<file path="src/design/acc_pkg.sv">
// Purpose: Shared constants and types for the converter calibration control block.
// Assumes: One 100 MHz clock, AXI4-Lite register access with 32-bit data.
// Notes:   Printed register offsets are word indices; byte address is four times the index.
package acc_pkg;

    // Register indices as printed, and the AXI byte address width they are decoded from.
    localparam logic [9:0]  IDX_CAL_ENABLE  = 10'h061;
    localparam logic [9:0]  IDX_CAL_CONFIG  = 10'h062;
    localparam logic [9:0]  IDX_CAL_STATE   = 10'h06A;
    localparam logic [9:0]  IDX_CAL_PIN     = 10'h06B;
    localparam logic [9:0]  IDX_CAL_SOFTTRG = 10'h06C;
    localparam int          AXI_AW          = 12;

    // Field positions.
    localparam int          POS_RUN         = 0;
    localparam int          POS_FG          = 0;
    localparam int          POS_BG          = 1;
    localparam int          POS_FG_OS       = 2;
    localparam int          POS_BG_OS       = 3;
    localparam int          POS_OSFILT      = 4;
    localparam int          POS_STALL       = 0;
    localparam int          POS_STOPPED     = 1;
    localparam int          POS_TRIG_SRC    = 0;
    localparam int          POS_STAT_SEL    = 1;
    localparam int          POS_SOFT_TRIG   = 0;

    // Reset values.
    localparam logic        RST_RUN         = 1'b1;
    localparam logic [4:0]  RST_CONFIG      = 5'h01;
    localparam logic [1:0]  RST_STAT_SEL    = 2'h0;
    localparam logic        RST_TRIG_SRC    = 1'b0;
    localparam logic        RST_SOFT_TRIG   = 1'b1;

    // Status pin selections.
    localparam logic [1:0]  SEL_FOREGROUND_COMPLETE_FLAG     = 2'h0;
    localparam logic [1:0]  SEL_ALARM       = 2'h2;

    // AXI responses.
    localparam logic [1:0]  RESP_OKAY       = 2'h0;
    localparam logic [1:0]  RESP_SLVERR     = 2'h2;

    // Foreground calibration length.
    localparam int          CLK_PERIOD_NS   = 10;
    localparam int          FG_CAL_TIME_NS  = 1000;
    localparam int          CNT_W           = 16;
    localparam logic [CNT_W-1:0] FG_CAL_CYCLES = CNT_W'(FG_CAL_TIME_NS / CLK_PERIOD_NS);

    // Calibration configuration as stored.
    typedef struct packed {
        logic offset_filter_enable;
        logic background_offset_calib_enable;
        logic foreground_offset_calib_enable;
        logic background_calib_enable;
        logic foreground_calib_run;
    } acc_cfg_t;

    // Drive to the calibration engine.
    typedef struct packed {
        logic fg_run;
        logic bg_run;
        logic fg_offset;
        logic bg_offset;
        logic offset_filter;
        logic values_clear;
    } acc_engine_t;

    typedef enum logic [4:0] {
        ST_HOLD = 5'b00001,
        ST_FG   = 5'b00010,
        ST_BG   = 5'b00100,
        ST_STOP = 5'b01000,
        ST_DONE = 5'b10000
    } acc_fsm_t;

    // Synchroniser state for two pins.
    typedef struct packed {
        logic [1:0] s1;
        logic [1:0] s2;
        logic [1:0] s3;
        logic [1:0] level;
    } acc_sync_t;

endpackage

</file>
<file path="src/design/acc_calib_ctrl.sv">
// Purpose: Register file and sequencing for the converter calibration engine.
// Assumes: AXI4-Lite slave, one write and one read outstanding at most.
// Notes:   Status bits clear on every start, but stopped is set when no calibration is enabled; the engine runs on the config latched then.
//
// Local design decision: the AXI4-Lite slave port.
`timescale 1ns/1ps
`default_nettype none
module acc_calib_ctrl
    import acc_pkg::*;
#(
    parameter logic [CNT_W-1:0] FG_CYCLES = FG_CAL_CYCLES
)
(
    input  wire logic              clock_i,
    input  wire logic              arst_n_i,
    input  wire logic              awvalid,
    output logic                   awready,
    input  wire logic [AXI_AW-1:0] awaddr,
    input  wire logic [2:0]        awprot,
    input  wire logic              wvalid,
    output logic                   wready,
    input  wire logic [31:0]       wdata,
    input  wire logic [3:0]        wstrb,
    output logic                   bvalid,
    input  wire logic              bready,
    output logic      [1:0]        bresp,
    input  wire logic              arvalid,
    output logic                   arready,
    input  wire logic [AXI_AW-1:0] araddr,
    input  wire logic [2:0]        arprot,
    output logic                   rvalid,
    input  wire logic              rready,
    output logic      [31:0]       rdata,
    output logic      [1:0]        rresp,
    input  wire logic              calib_trigger_pin_i,
    input  wire logic              alarm_i,
    output logic                   calib_status_pin_o,
    output logic                   engine_reset_o,
    output logic                   divider_reset_o,
    output acc_engine_t            engine_o
);
    typedef struct packed {
        logic             aw_got;
        logic [9:0]       aw_idx;
        logic             aw_ok;
        logic             w_got;
        logic [7:0]       w_byte;
        logic             w_lane0;
        logic             bvalid;
        logic [1:0]       bresp;
        logic             rvalid;
        logic [7:0]       rdata;
        logic [1:0]       rresp;
        logic             cal_en;
        acc_cfg_t         cfg;
        logic [1:0]       stat_sel;
        logic             trig_src;
        logic             soft_trig;
        acc_cfg_t         run_cfg;
        acc_fsm_t         fsm;
        logic [CNT_W-1:0] cnt;
        logic             foreground_complete_flag;
        logic             stopped;
        logic             stat_pin;
        acc_engine_t      eng;
    } acc_state_t;

    acc_state_t s_reg;
    acc_state_t s_next;
    logic [1:0] pin_sync;
    logic       trigger;

    // Word index of an aligned address, with a flag for mapped registers.
    function automatic logic [10:0] reg_decode(input logic [AXI_AW-1:0] addr);
        logic [9:0] idx;
        logic       hit;
        idx = addr[AXI_AW-1:2];
        hit = (addr[1:0] == 2'h0) &&
              (idx == IDX_CAL_ENABLE || idx == IDX_CAL_CONFIG || idx == IDX_CAL_STATE ||
               idx == IDX_CAL_PIN || idx == IDX_CAL_SOFTTRG);
        return {hit, idx};
    endfunction

    // Pins come from outside the clock domain.
    acc_sync3 u_sync (
        .clock_i  (clock_i),
        .arst_n_i (arst_n_i),
        .pins_i   ({alarm_i, calib_trigger_pin_i}),
        .pins_o   (pin_sync)
    );

    // Trigger comes from the pin or the software bit, never both.
    assign trigger = s_reg.trig_src ? pin_sync[0] : s_reg.soft_trig;

    // Ready terms hold off new requests until the pending answer is taken.
    assign awready = !s_reg.aw_got && !s_reg.bvalid;
    assign wready  = !s_reg.w_got && !s_reg.bvalid;
    assign arready = !s_reg.rvalid;

    // Bus, registers and calibration sequence in one next-state process.
    always_comb begin
        logic [10:0] dec;
        logic [10:0] rdec;
        s_next = s_reg;
        dec    = '0;
        rdec   = '0;

        // Address and data are taken in either order.
        if (awvalid && awready) begin
            dec           = reg_decode(awaddr);
            s_next.aw_got = 1'b1;
            s_next.aw_idx = dec[9:0];
            s_next.aw_ok  = dec[10];
        end
        // Only lane 0 carries a register byte; the other lanes are ignored.
        if (wvalid && wready) begin
            s_next.w_got   = 1'b1;
            s_next.w_byte  = wdata[7:0];
            s_next.w_lane0 = wstrb[0];
        end

        // Perform the write once both halves are held.
        if (s_reg.aw_got && s_reg.w_got) begin
            s_next.aw_got = 1'b0;
            s_next.w_got  = 1'b0;
            s_next.bvalid = 1'b1;
            s_next.bresp  = s_reg.aw_ok ? RESP_OKAY : RESP_SLVERR;
            if (s_reg.aw_ok && s_reg.w_lane0) begin
                unique case (s_reg.aw_idx)
                    IDX_CAL_ENABLE: begin
                        s_next.cal_en = s_reg.w_byte[POS_RUN];
                    end
                    IDX_CAL_CONFIG: begin
                        // Accepted at any time; changes only act at the next start.
                        s_next.cfg = acc_cfg_t'(s_reg.w_byte[4:0]);
                    end
                    IDX_CAL_PIN: begin
                        s_next.trig_src = s_reg.w_byte[POS_TRIG_SRC];
                        s_next.stat_sel = s_reg.w_byte[POS_STAT_SEL+:2];
                    end
                    IDX_CAL_SOFTTRG: begin
                        s_next.soft_trig = s_reg.w_byte[POS_SOFT_TRIG];
                    end
                    default: begin
                        // The status register is read-only; the write is answered and dropped.
                    end
                endcase
            end
        end
        if (s_reg.bvalid && bready) begin
            s_next.bvalid = 1'b0;
        end

        // Reads answer one edge after the address is taken.
        if (arvalid && arready) begin
            rdec          = reg_decode(araddr);
            s_next.rvalid = 1'b1;
            s_next.rresp  = rdec[10] ? RESP_OKAY : RESP_SLVERR;
            s_next.rdata  = 8'h00;
            if (rdec[10]) begin
                unique case (rdec[9:0])
                    IDX_CAL_ENABLE:  s_next.rdata = {7'h00, s_reg.cal_en};
                    IDX_CAL_CONFIG:  s_next.rdata = {3'h0, s_reg.cfg};
                    IDX_CAL_STATE:   s_next.rdata = {6'h00, s_reg.stopped, s_reg.foreground_complete_flag};
                    IDX_CAL_PIN:     s_next.rdata = {5'h00, s_reg.stat_sel, s_reg.trig_src};
                    IDX_CAL_SOFTTRG: s_next.rdata = {7'h00, s_reg.soft_trig};
                    default:         s_next.rdata = 8'h00;
                endcase
            end
        end else if (s_reg.rvalid && rready) begin
            s_next.rvalid = 1'b0;
        end

        // Calibration sequence.
        s_next.eng.values_clear = 1'b0;
        if (!s_reg.cal_en) begin
            s_next.fsm = ST_HOLD;
            s_next.cnt = '0;
        end else begin
            unique case (s_reg.fsm)
                ST_HOLD: begin
                    // A start latches the configuration, clears the completion bit and clears stopped unless neither calibration is enabled.
                    s_next.run_cfg          = s_reg.cfg;
                    s_next.foreground_complete_flag          = 1'b0;
                    s_next.stopped          = 1'b0;
                    s_next.eng.values_clear = 1'b1;
                    s_next.cnt              = '0;
                    if (s_reg.cfg.foreground_calib_run) begin
                        s_next.fsm = ST_FG;
                    end else if (s_reg.cfg.background_calib_enable) begin
                        s_next.fsm = ST_BG;
                    end else begin
                        s_next.fsm     = ST_DONE;
                        s_next.stopped = 1'b1;
                    end
                end
                ST_FG: begin
                    // Foreground only advances while the trigger is high.
                    if (trigger) begin
                        if (s_reg.cnt == FG_CYCLES - 1'b1) begin
                            s_next.foreground_complete_flag = 1'b1;
                            s_next.cnt     = '0;
                            if (s_reg.run_cfg.background_calib_enable) begin
                                s_next.fsm = ST_BG;
                            end else begin
                                s_next.fsm     = ST_DONE;
                                s_next.stopped = 1'b1;
                            end
                        end else begin
                            s_next.cnt = s_reg.cnt + 1'b1;
                        end
                    end
                end
                ST_BG: begin
                    // A low trigger asks background calibration to pause.
                    if (!trigger) begin
                        s_next.fsm     = ST_STOP;
                        s_next.stopped = 1'b1;
                    end
                end
                ST_STOP: begin
                    if (trigger) begin
                        s_next.fsm     = ST_BG;
                        s_next.stopped = 1'b0;
                    end
                end
                ST_DONE: begin
                    // Parked until the run bit is cleared; both status bits hold.
                end
            endcase
        end

        // Engine drive follows the next state so that it lines up with it.
        s_next.eng.fg_run        = (s_next.fsm == ST_FG);
        s_next.eng.bg_run        = (s_next.fsm == ST_BG);
        s_next.eng.fg_offset     = (s_next.fsm == ST_FG) &&
                                   s_next.run_cfg.foreground_offset_calib_enable;
        s_next.eng.bg_offset     = (s_next.fsm == ST_BG) && s_next.run_cfg.background_calib_enable &&
                                   s_next.run_cfg.background_offset_calib_enable;
        s_next.eng.offset_filter = (s_next.fsm != ST_HOLD) &&
                                   s_next.run_cfg.offset_filter_enable;

        // Status pin source; the reserved code drives low like code three.
        unique case (s_reg.stat_sel)
            SEL_FOREGROUND_COMPLETE_FLAG: s_next.stat_pin = s_reg.foreground_complete_flag;
            SEL_ALARM:   s_next.stat_pin = pin_sync[1];
            default:     s_next.stat_pin = 1'b0;
        endcase
    end

    // State register; the status bits have no documented reset but start cleared.
    always_ff @(posedge clock_i or negedge arst_n_i) begin
        if (!arst_n_i) begin
            s_reg           <= '0;
            s_reg.cal_en    <= RST_RUN;
            s_reg.cfg       <= acc_cfg_t'(RST_CONFIG);
            s_reg.run_cfg   <= acc_cfg_t'(RST_CONFIG);
            s_reg.stat_sel  <= RST_STAT_SEL;
            s_reg.trig_src  <= RST_TRIG_SRC;
            s_reg.soft_trig <= RST_SOFT_TRIG;
            s_reg.fsm       <= ST_HOLD;
        end else begin
            s_reg <= s_next;
        end
    end

    // Outputs; the engine and divider resets are levels held while the run bit is low.
    assign bvalid             = s_reg.bvalid;
    assign bresp              = s_reg.bresp;
    assign rvalid             = s_reg.rvalid;
    assign rdata              = {24'h000000, s_reg.rdata};
    assign rresp              = s_reg.rresp;
    assign engine_reset_o     = !s_reg.cal_en;
    assign divider_reset_o    = !s_reg.cal_en;
    assign calib_status_pin_o = s_reg.stat_pin;
    assign engine_o           = s_reg.eng;
endmodule
`default_nettype wire

</file>
<file path="src/design/acc_sync3.sv">
// Purpose: Three-stage synchroniser with agreement filter for two pin inputs.
// Assumes: Pins are asynchronous to clock_i.
// Notes:   The output only follows once the second and third stages agree.
`timescale 1ns/1ps
`default_nettype none
module acc_sync3
    import acc_pkg::*;
(
    input  wire logic       clock_i,
    input  wire logic       arst_n_i,
    input  wire logic [1:0] pins_i,
    output logic      [1:0] pins_o
);
    acc_sync_t s_reg;
    acc_sync_t s_next;

    // The first stage feeds only the second; the filter looks at stages two and three.
    always_comb begin
        s_next    = s_reg;
        s_next.s1 = pins_i;
        s_next.s2 = s_reg.s1;
        s_next.s3 = s_reg.s2;
        for (int i = 0; i < 2; i++) begin
            if (s_reg.s2[i] == s_reg.s3[i]) begin
                s_next.level[i] = s_reg.s3[i];
            end
        end
    end

    // State register.
    always_ff @(posedge clock_i or negedge arst_n_i) begin
        if (!arst_n_i) begin
            s_reg <= '0;
        end else begin
            s_reg <= s_next;
        end
    end

    assign pins_o = s_reg.level;
endmodule
`default_nettype wire

</file>
<file path="config.mk">
export PLATFORM = sky130hd
export DESIGN_NAME = acc_calib_ctrl
export DESIGN_NICKNAME = d
export VERILOG_FILES = /design/src/design/acc_pkg.sv /design/src/design/acc_calib_ctrl.sv /design/src/design/acc_sync3.sv
export SDC_FILE = /design/constraint.sdc
export NUM_CORES = 1
export LEC_CHECK = 0
export BUFFER_PORTS_ARGS = -buffer_cell sky130_fd_sc_hd__clkbuf_2
export CORE_ASPECT_RATIO = 1.25
export CORE_UTILIZATION = 50
export CTS_CLUSTER_DIAMETER = 60
export DETAILED_ROUTE_END_ITERATION = 10
export PLACE_DENSITY = 0.79
export SYNTH_ARGS = -nofsm -noshare
export SYNTH_HDL_FRONTEND = slang
export SYNTH_SLANG_ARGS = --single-unit
export TNS_END_PERCENT = 20
</file>
<file path="constraint.sdc">
create_clock -name clock_i -period 3.4 [get_ports clock_i]
set_clock_uncertainty 0.2 [all_clocks]
set_input_delay 0.85 -clock clock_i [delete_from_list [all_inputs] [get_ports clock_i]]
set_output_delay 0.85 -clock clock_i [all_outputs]
set_load 0.1 [all_outputs]
</file>
; ---- Word-level counts from Yosys, hierarchy flattened
; Cells that the tools add are included.
[totals]
in_bits = 75
word_cells = 155
out_inout_bits = 50
regBits = 89
[classes]
n_addsub = 1
mux = 36
eq_ne = 32
n_reduce_logical = 45
[op_table]
columns = op, count
row1 = $eq A10 B7 Y1 const B, 14
row2 = $mux W5, 8
row3 = $pmux W17 S2, 1
row4 = $pmux W5 S5, 1
row5 = $mux W23, 1
row6 = $mux W21, 1
row7 = $pmux W5 S4, 1
row8 = $add A16 B1 Y16 const B, 1
row9 = $eq A16 B7 Y1 const B, 1
row10 = $mux W16, 1
row11 = $logic_and A1 B1 Y1, 15
row12 = $mux W1, 13
row13 = $mux W12, 1
row14 = $reduce_and A3 Y1, 4
row15 = $eq A5 B2 Y1 const B, 2
row16 = $eq A5 B3 Y1 const B, 2
row17 = $mux W10, 1
row18 = $ne A2 B2 Y1 const B, 5
row19 = $reduce_bool A2 Y1, 5
row20 = $logic_or A1 B1 Y1, 8
row21 = $mux W8, 1
row22 = $reduce_and A7 Y1, 1
row23 = $logic_not A2 Y1, 3
row24 = $mux W2, 3
row25 = other kinds (14), 20

; ---- Longest topological paths before layout
[logic_depth]
depth_word = 8
mapped_depth = 7
depth_no_buf = 6

; ---- Cells and area by module
; Synthesis repeated with hierarchy kept, for this count alone.
[unflattened]
hier_cells = 423
hier_area_um2 = 4282.9
[by_module_without_submodules]
columns = module, cells_per_inst, area_per_inst_um2, seq_area_each_um2, instances
row1 = acc_calib_ctrl, 411, 4045.1, 1806.7, 1
row2 = acc_sync3, 12, 237.7, 200.2, 1

; ---- Worst setup path after synthesis
; OpenSTA, ideal clock, no wires.
[synth_path]
path_kind = reg2reg
startpoint = register s_reg, in the netlist bvalid
endpoint = register s_reg[72] (netlist bit)
slack_ns = -0.165
t_arrival_ns = 3.240
required_ns = 3.075
path_buffers = 1
path_stages_with_launch = 5
path_cell_list = dfrtp_1 -> nor2_1 -> and2_0 -> clkbuf_1 -> mux2_2
[synth_via]
elab_chain_len = 3
[synth_lines]
columns = element, line_no
row1 = start: declaration, acc_calib_ctrl.sv:68  ; acc_state_t s_reg;
row2 = start signal: assignment, acc_calib_ctrl.sv:263  ; s_reg <= s_next;
row3 = $logic_not A1 Y1, acc_calib_ctrl.sv:96  ; assign awready = !s_reg.aw_got && !s_reg.bvalid;
row4 = $logic_and A1 B1 Y1, acc_calib_ctrl.sv:96
row5 = net awready, acc_calib_ctrl.sv:17  ; output logic awready,
row6 = $logic_and A1 B1 Y1, acc_calib_ctrl.sv:109  ; if (awvalid && awready) begin
; The timed path passes the listed nets, and every way through them passes these cells.
; A chain may end at the register's enable or synchronous reset.

; ---- Worst setup path in the final report
[layout_path]
startpoint = register s_reg[44] (netlist bit)
endpoint = output port divider_reset_o
[layout_via]
elab_chain_len = 1
[layout_lines]
columns = element, line_no
row1 = $logic_not A1 Y1, acc_calib_ctrl.sv:274  ; assign divider_reset_o = !s_reg.cal_en;
row2 = end: declaration, acc_calib_ctrl.sv:39  ; output logic divider_reset_o,
; Every way passes these cells.

==> metrics.yaml <==
grt_max_degree: 81
cts_buffers: 9
drcViolationCount: 11
synth-seq-area-share_pct: 47.3
rows: 37
multi_input_area_um2: 1910
nFillCells: 721
start_util_pct: 51.4
synth_largest_area_cell: "dfrtp_1"
clk_pin_slew_ns: 0.09
placement.io_buffers: 59
required_ns: 2.35
ys_ff_latch: 80
startpoint_type: "flip-flop"
ff_latch_area_um2: 2010
dr_total_vias: 3157
status: "complete, but fails checks"
overflow: 0
hold_class: "flip-flop to flip-flop"
cellLeakagePower_nw: 2.06
area_growth_pct: 8.38
clk_path_buf_depth: 2
gp_congestion: 0.925
p_per_area_nw_per_um2: 558
synth_flop_cell: "dfrtp_1"
slew_viol_final: 0
final_common_cell: "dfrtp_1"
drtIter0Drc: 230
hold_viol_final: 0
cts.sinks: 80
end_kind: "output pin"
yosysTopAreaCellShare_pct: 44.9
cts_root_buf: "clkbuf_8"
synth.distinct_cells: 61
fin_cells: 552
crit_arrival_ns: 1.67
netlist_instances: 409
dr.pass1.iters: 7
largest_register_ffs: 56
rrSetupSlack_ns: 0.96
synth_edf_count: 0
hpwlAfterDp_mm: 5.97
syn_avg_cell_area_um2: 10.4
die_w_um: 84.4
cts_setup_buffers: 0
min_period_ns: 2.72
postRouteAntennaNets: 0
cts_resized: 0
worstSetupPathType: "flip-flop to output pin"
worstMarginPinSlew_ns: 1.01
fin_ws_ns: 0.684
die_h_um: 105
antenna_cells: 0
max_cap_viol_count: 0
async_flop_share_pct: 100
fin_util_pct: 55.8
placedCellCount: 536
wl_per_cell_um: 15.4
grt_pass1_wl_mm: 14.4
layout_common_cells: "76 x dfrtp_1, 58 x clkbuf_2, 31 x o21ai_0"
yosys_warnings: 0
insertion_delay_ns: 0.36
finalCritPeriodShare_pct: 79.9
crit_fanout: 12
violations: "design-rule violations"
viasPerCell: 5.72
grt_pass1_vias: 3060
track_usage_pct: 20.9
wl_mm: 8.51
relSlewSlack_pct: 32.4
yosys-top-cells-area: "dfrtp_1 45%, buf_4 7.6%, mux2_2 7.4%, o21ai_0 3.7%, dfstp_2 2.5%"
peakVddDrop_mv: 1.00
cts_tree: "built"
rsz0062_at_grt: "no"
fp.coreArea_um2: 8240
final_layout_size_suffix_gt1_share_pct: 26.4
antenna_found_initial: 0
worst_hold_slack_ns: 0.155
cts.hold.buffers_added: 0
ios: 125
tns_ns: 0
die_area_um2: 8850
htreeDepth: 3
setup-violations-final: 0
fin_nets: 526
fmax_mhz: 368
place_ws_ns: 0.689
synth_area_um2: 4240
cell usage after synthesis (6+ instances only):
cell type,count
dfrtp_1,76
nand4_1,7
nand3_1,7
nand2_1,26
a21oi_1,14
and3_1,6
nor4b_1,10
nor2_1,18
inv_1,13
nor3_1,12
mux2_2,28
nor4_1,8
o21ai_0,31
clkbuf_1,12
buf_4,43
routing by layer:
| metal | global-route usage [%] | up-vias | wire (um) |
|---|---|---|---|
| met3 | 5.61 | 26 | 464 |
| met1 | 24.6 | 1540 | 3440 |
| li1 | - | 1491 | - |
| met4 | 10.7 | 0 | 266 |
| met5 | 0 | - | 0 |
| met2 | 35.0 | 100 | 4340 |
final cells by class:
| cell class | instances | share of cell area (%) |
|---|---|---|
| tap | 97 | 2.64 |
| sequential | 80 | 43.7 |
| inverter | 13 | 1.06 |
| clock inverter | 7 | 1.74 |
| multi-input combinational | 286 | 41.5 |
| timing repair buffer | 60 | 6.64 |
| clock buffer | 9 | 2.70 |
worst max-delay path, cell delays in order, from the launching register on:
cell and delay, ns:
dfstp_2 0.68, inv_1 0.20, clkbuf_2 0.41
worst paths after layout:
kind | from | end | cells after the start
min reg2reg | u_sync.s_next[5] | u_sync.s_next[3] | 0
min | u_sync.s_next[5] | u_sync.s_next[3] | 0
min in group asynchronous | arst_n_i | s_reg[21] | 1
max in group asynchronous | arst_n_i | bvalid | 1
max | s_reg[44] | divider_reset_o | 2
max reg2reg | s_reg[28] | s_reg[24] | 5
stage by stage:
step	total power, mW	instance area, um^2
after floorplan	1.77	4350
after global placement	1.84	4390
after detailed placement	1.86	4390
after CTS	2.59	4590
after global routing	2.68	4590
final	2.57	4590
kinds of logic after synthesis:
family          after synthesis  share of synthesized area (%)
compound gates               75                           11.3
xor+xnor                      5                           1.03
fa+ha+maj                     3                          0.767
buf+inv                      71                           10.2
flops                        80                           47.3
mux                          39                           10.3
other cells                   1                         0.0885
simple gates                135                           19.0
power breakdown:
group	internal, mW	switching (mW)
logic	0.176	0.487
clock network	0.348	0.378
registers	1.08	0.0959
total	1.60	0.961
No activity file was read; power rests on OpenSTA's default activity.
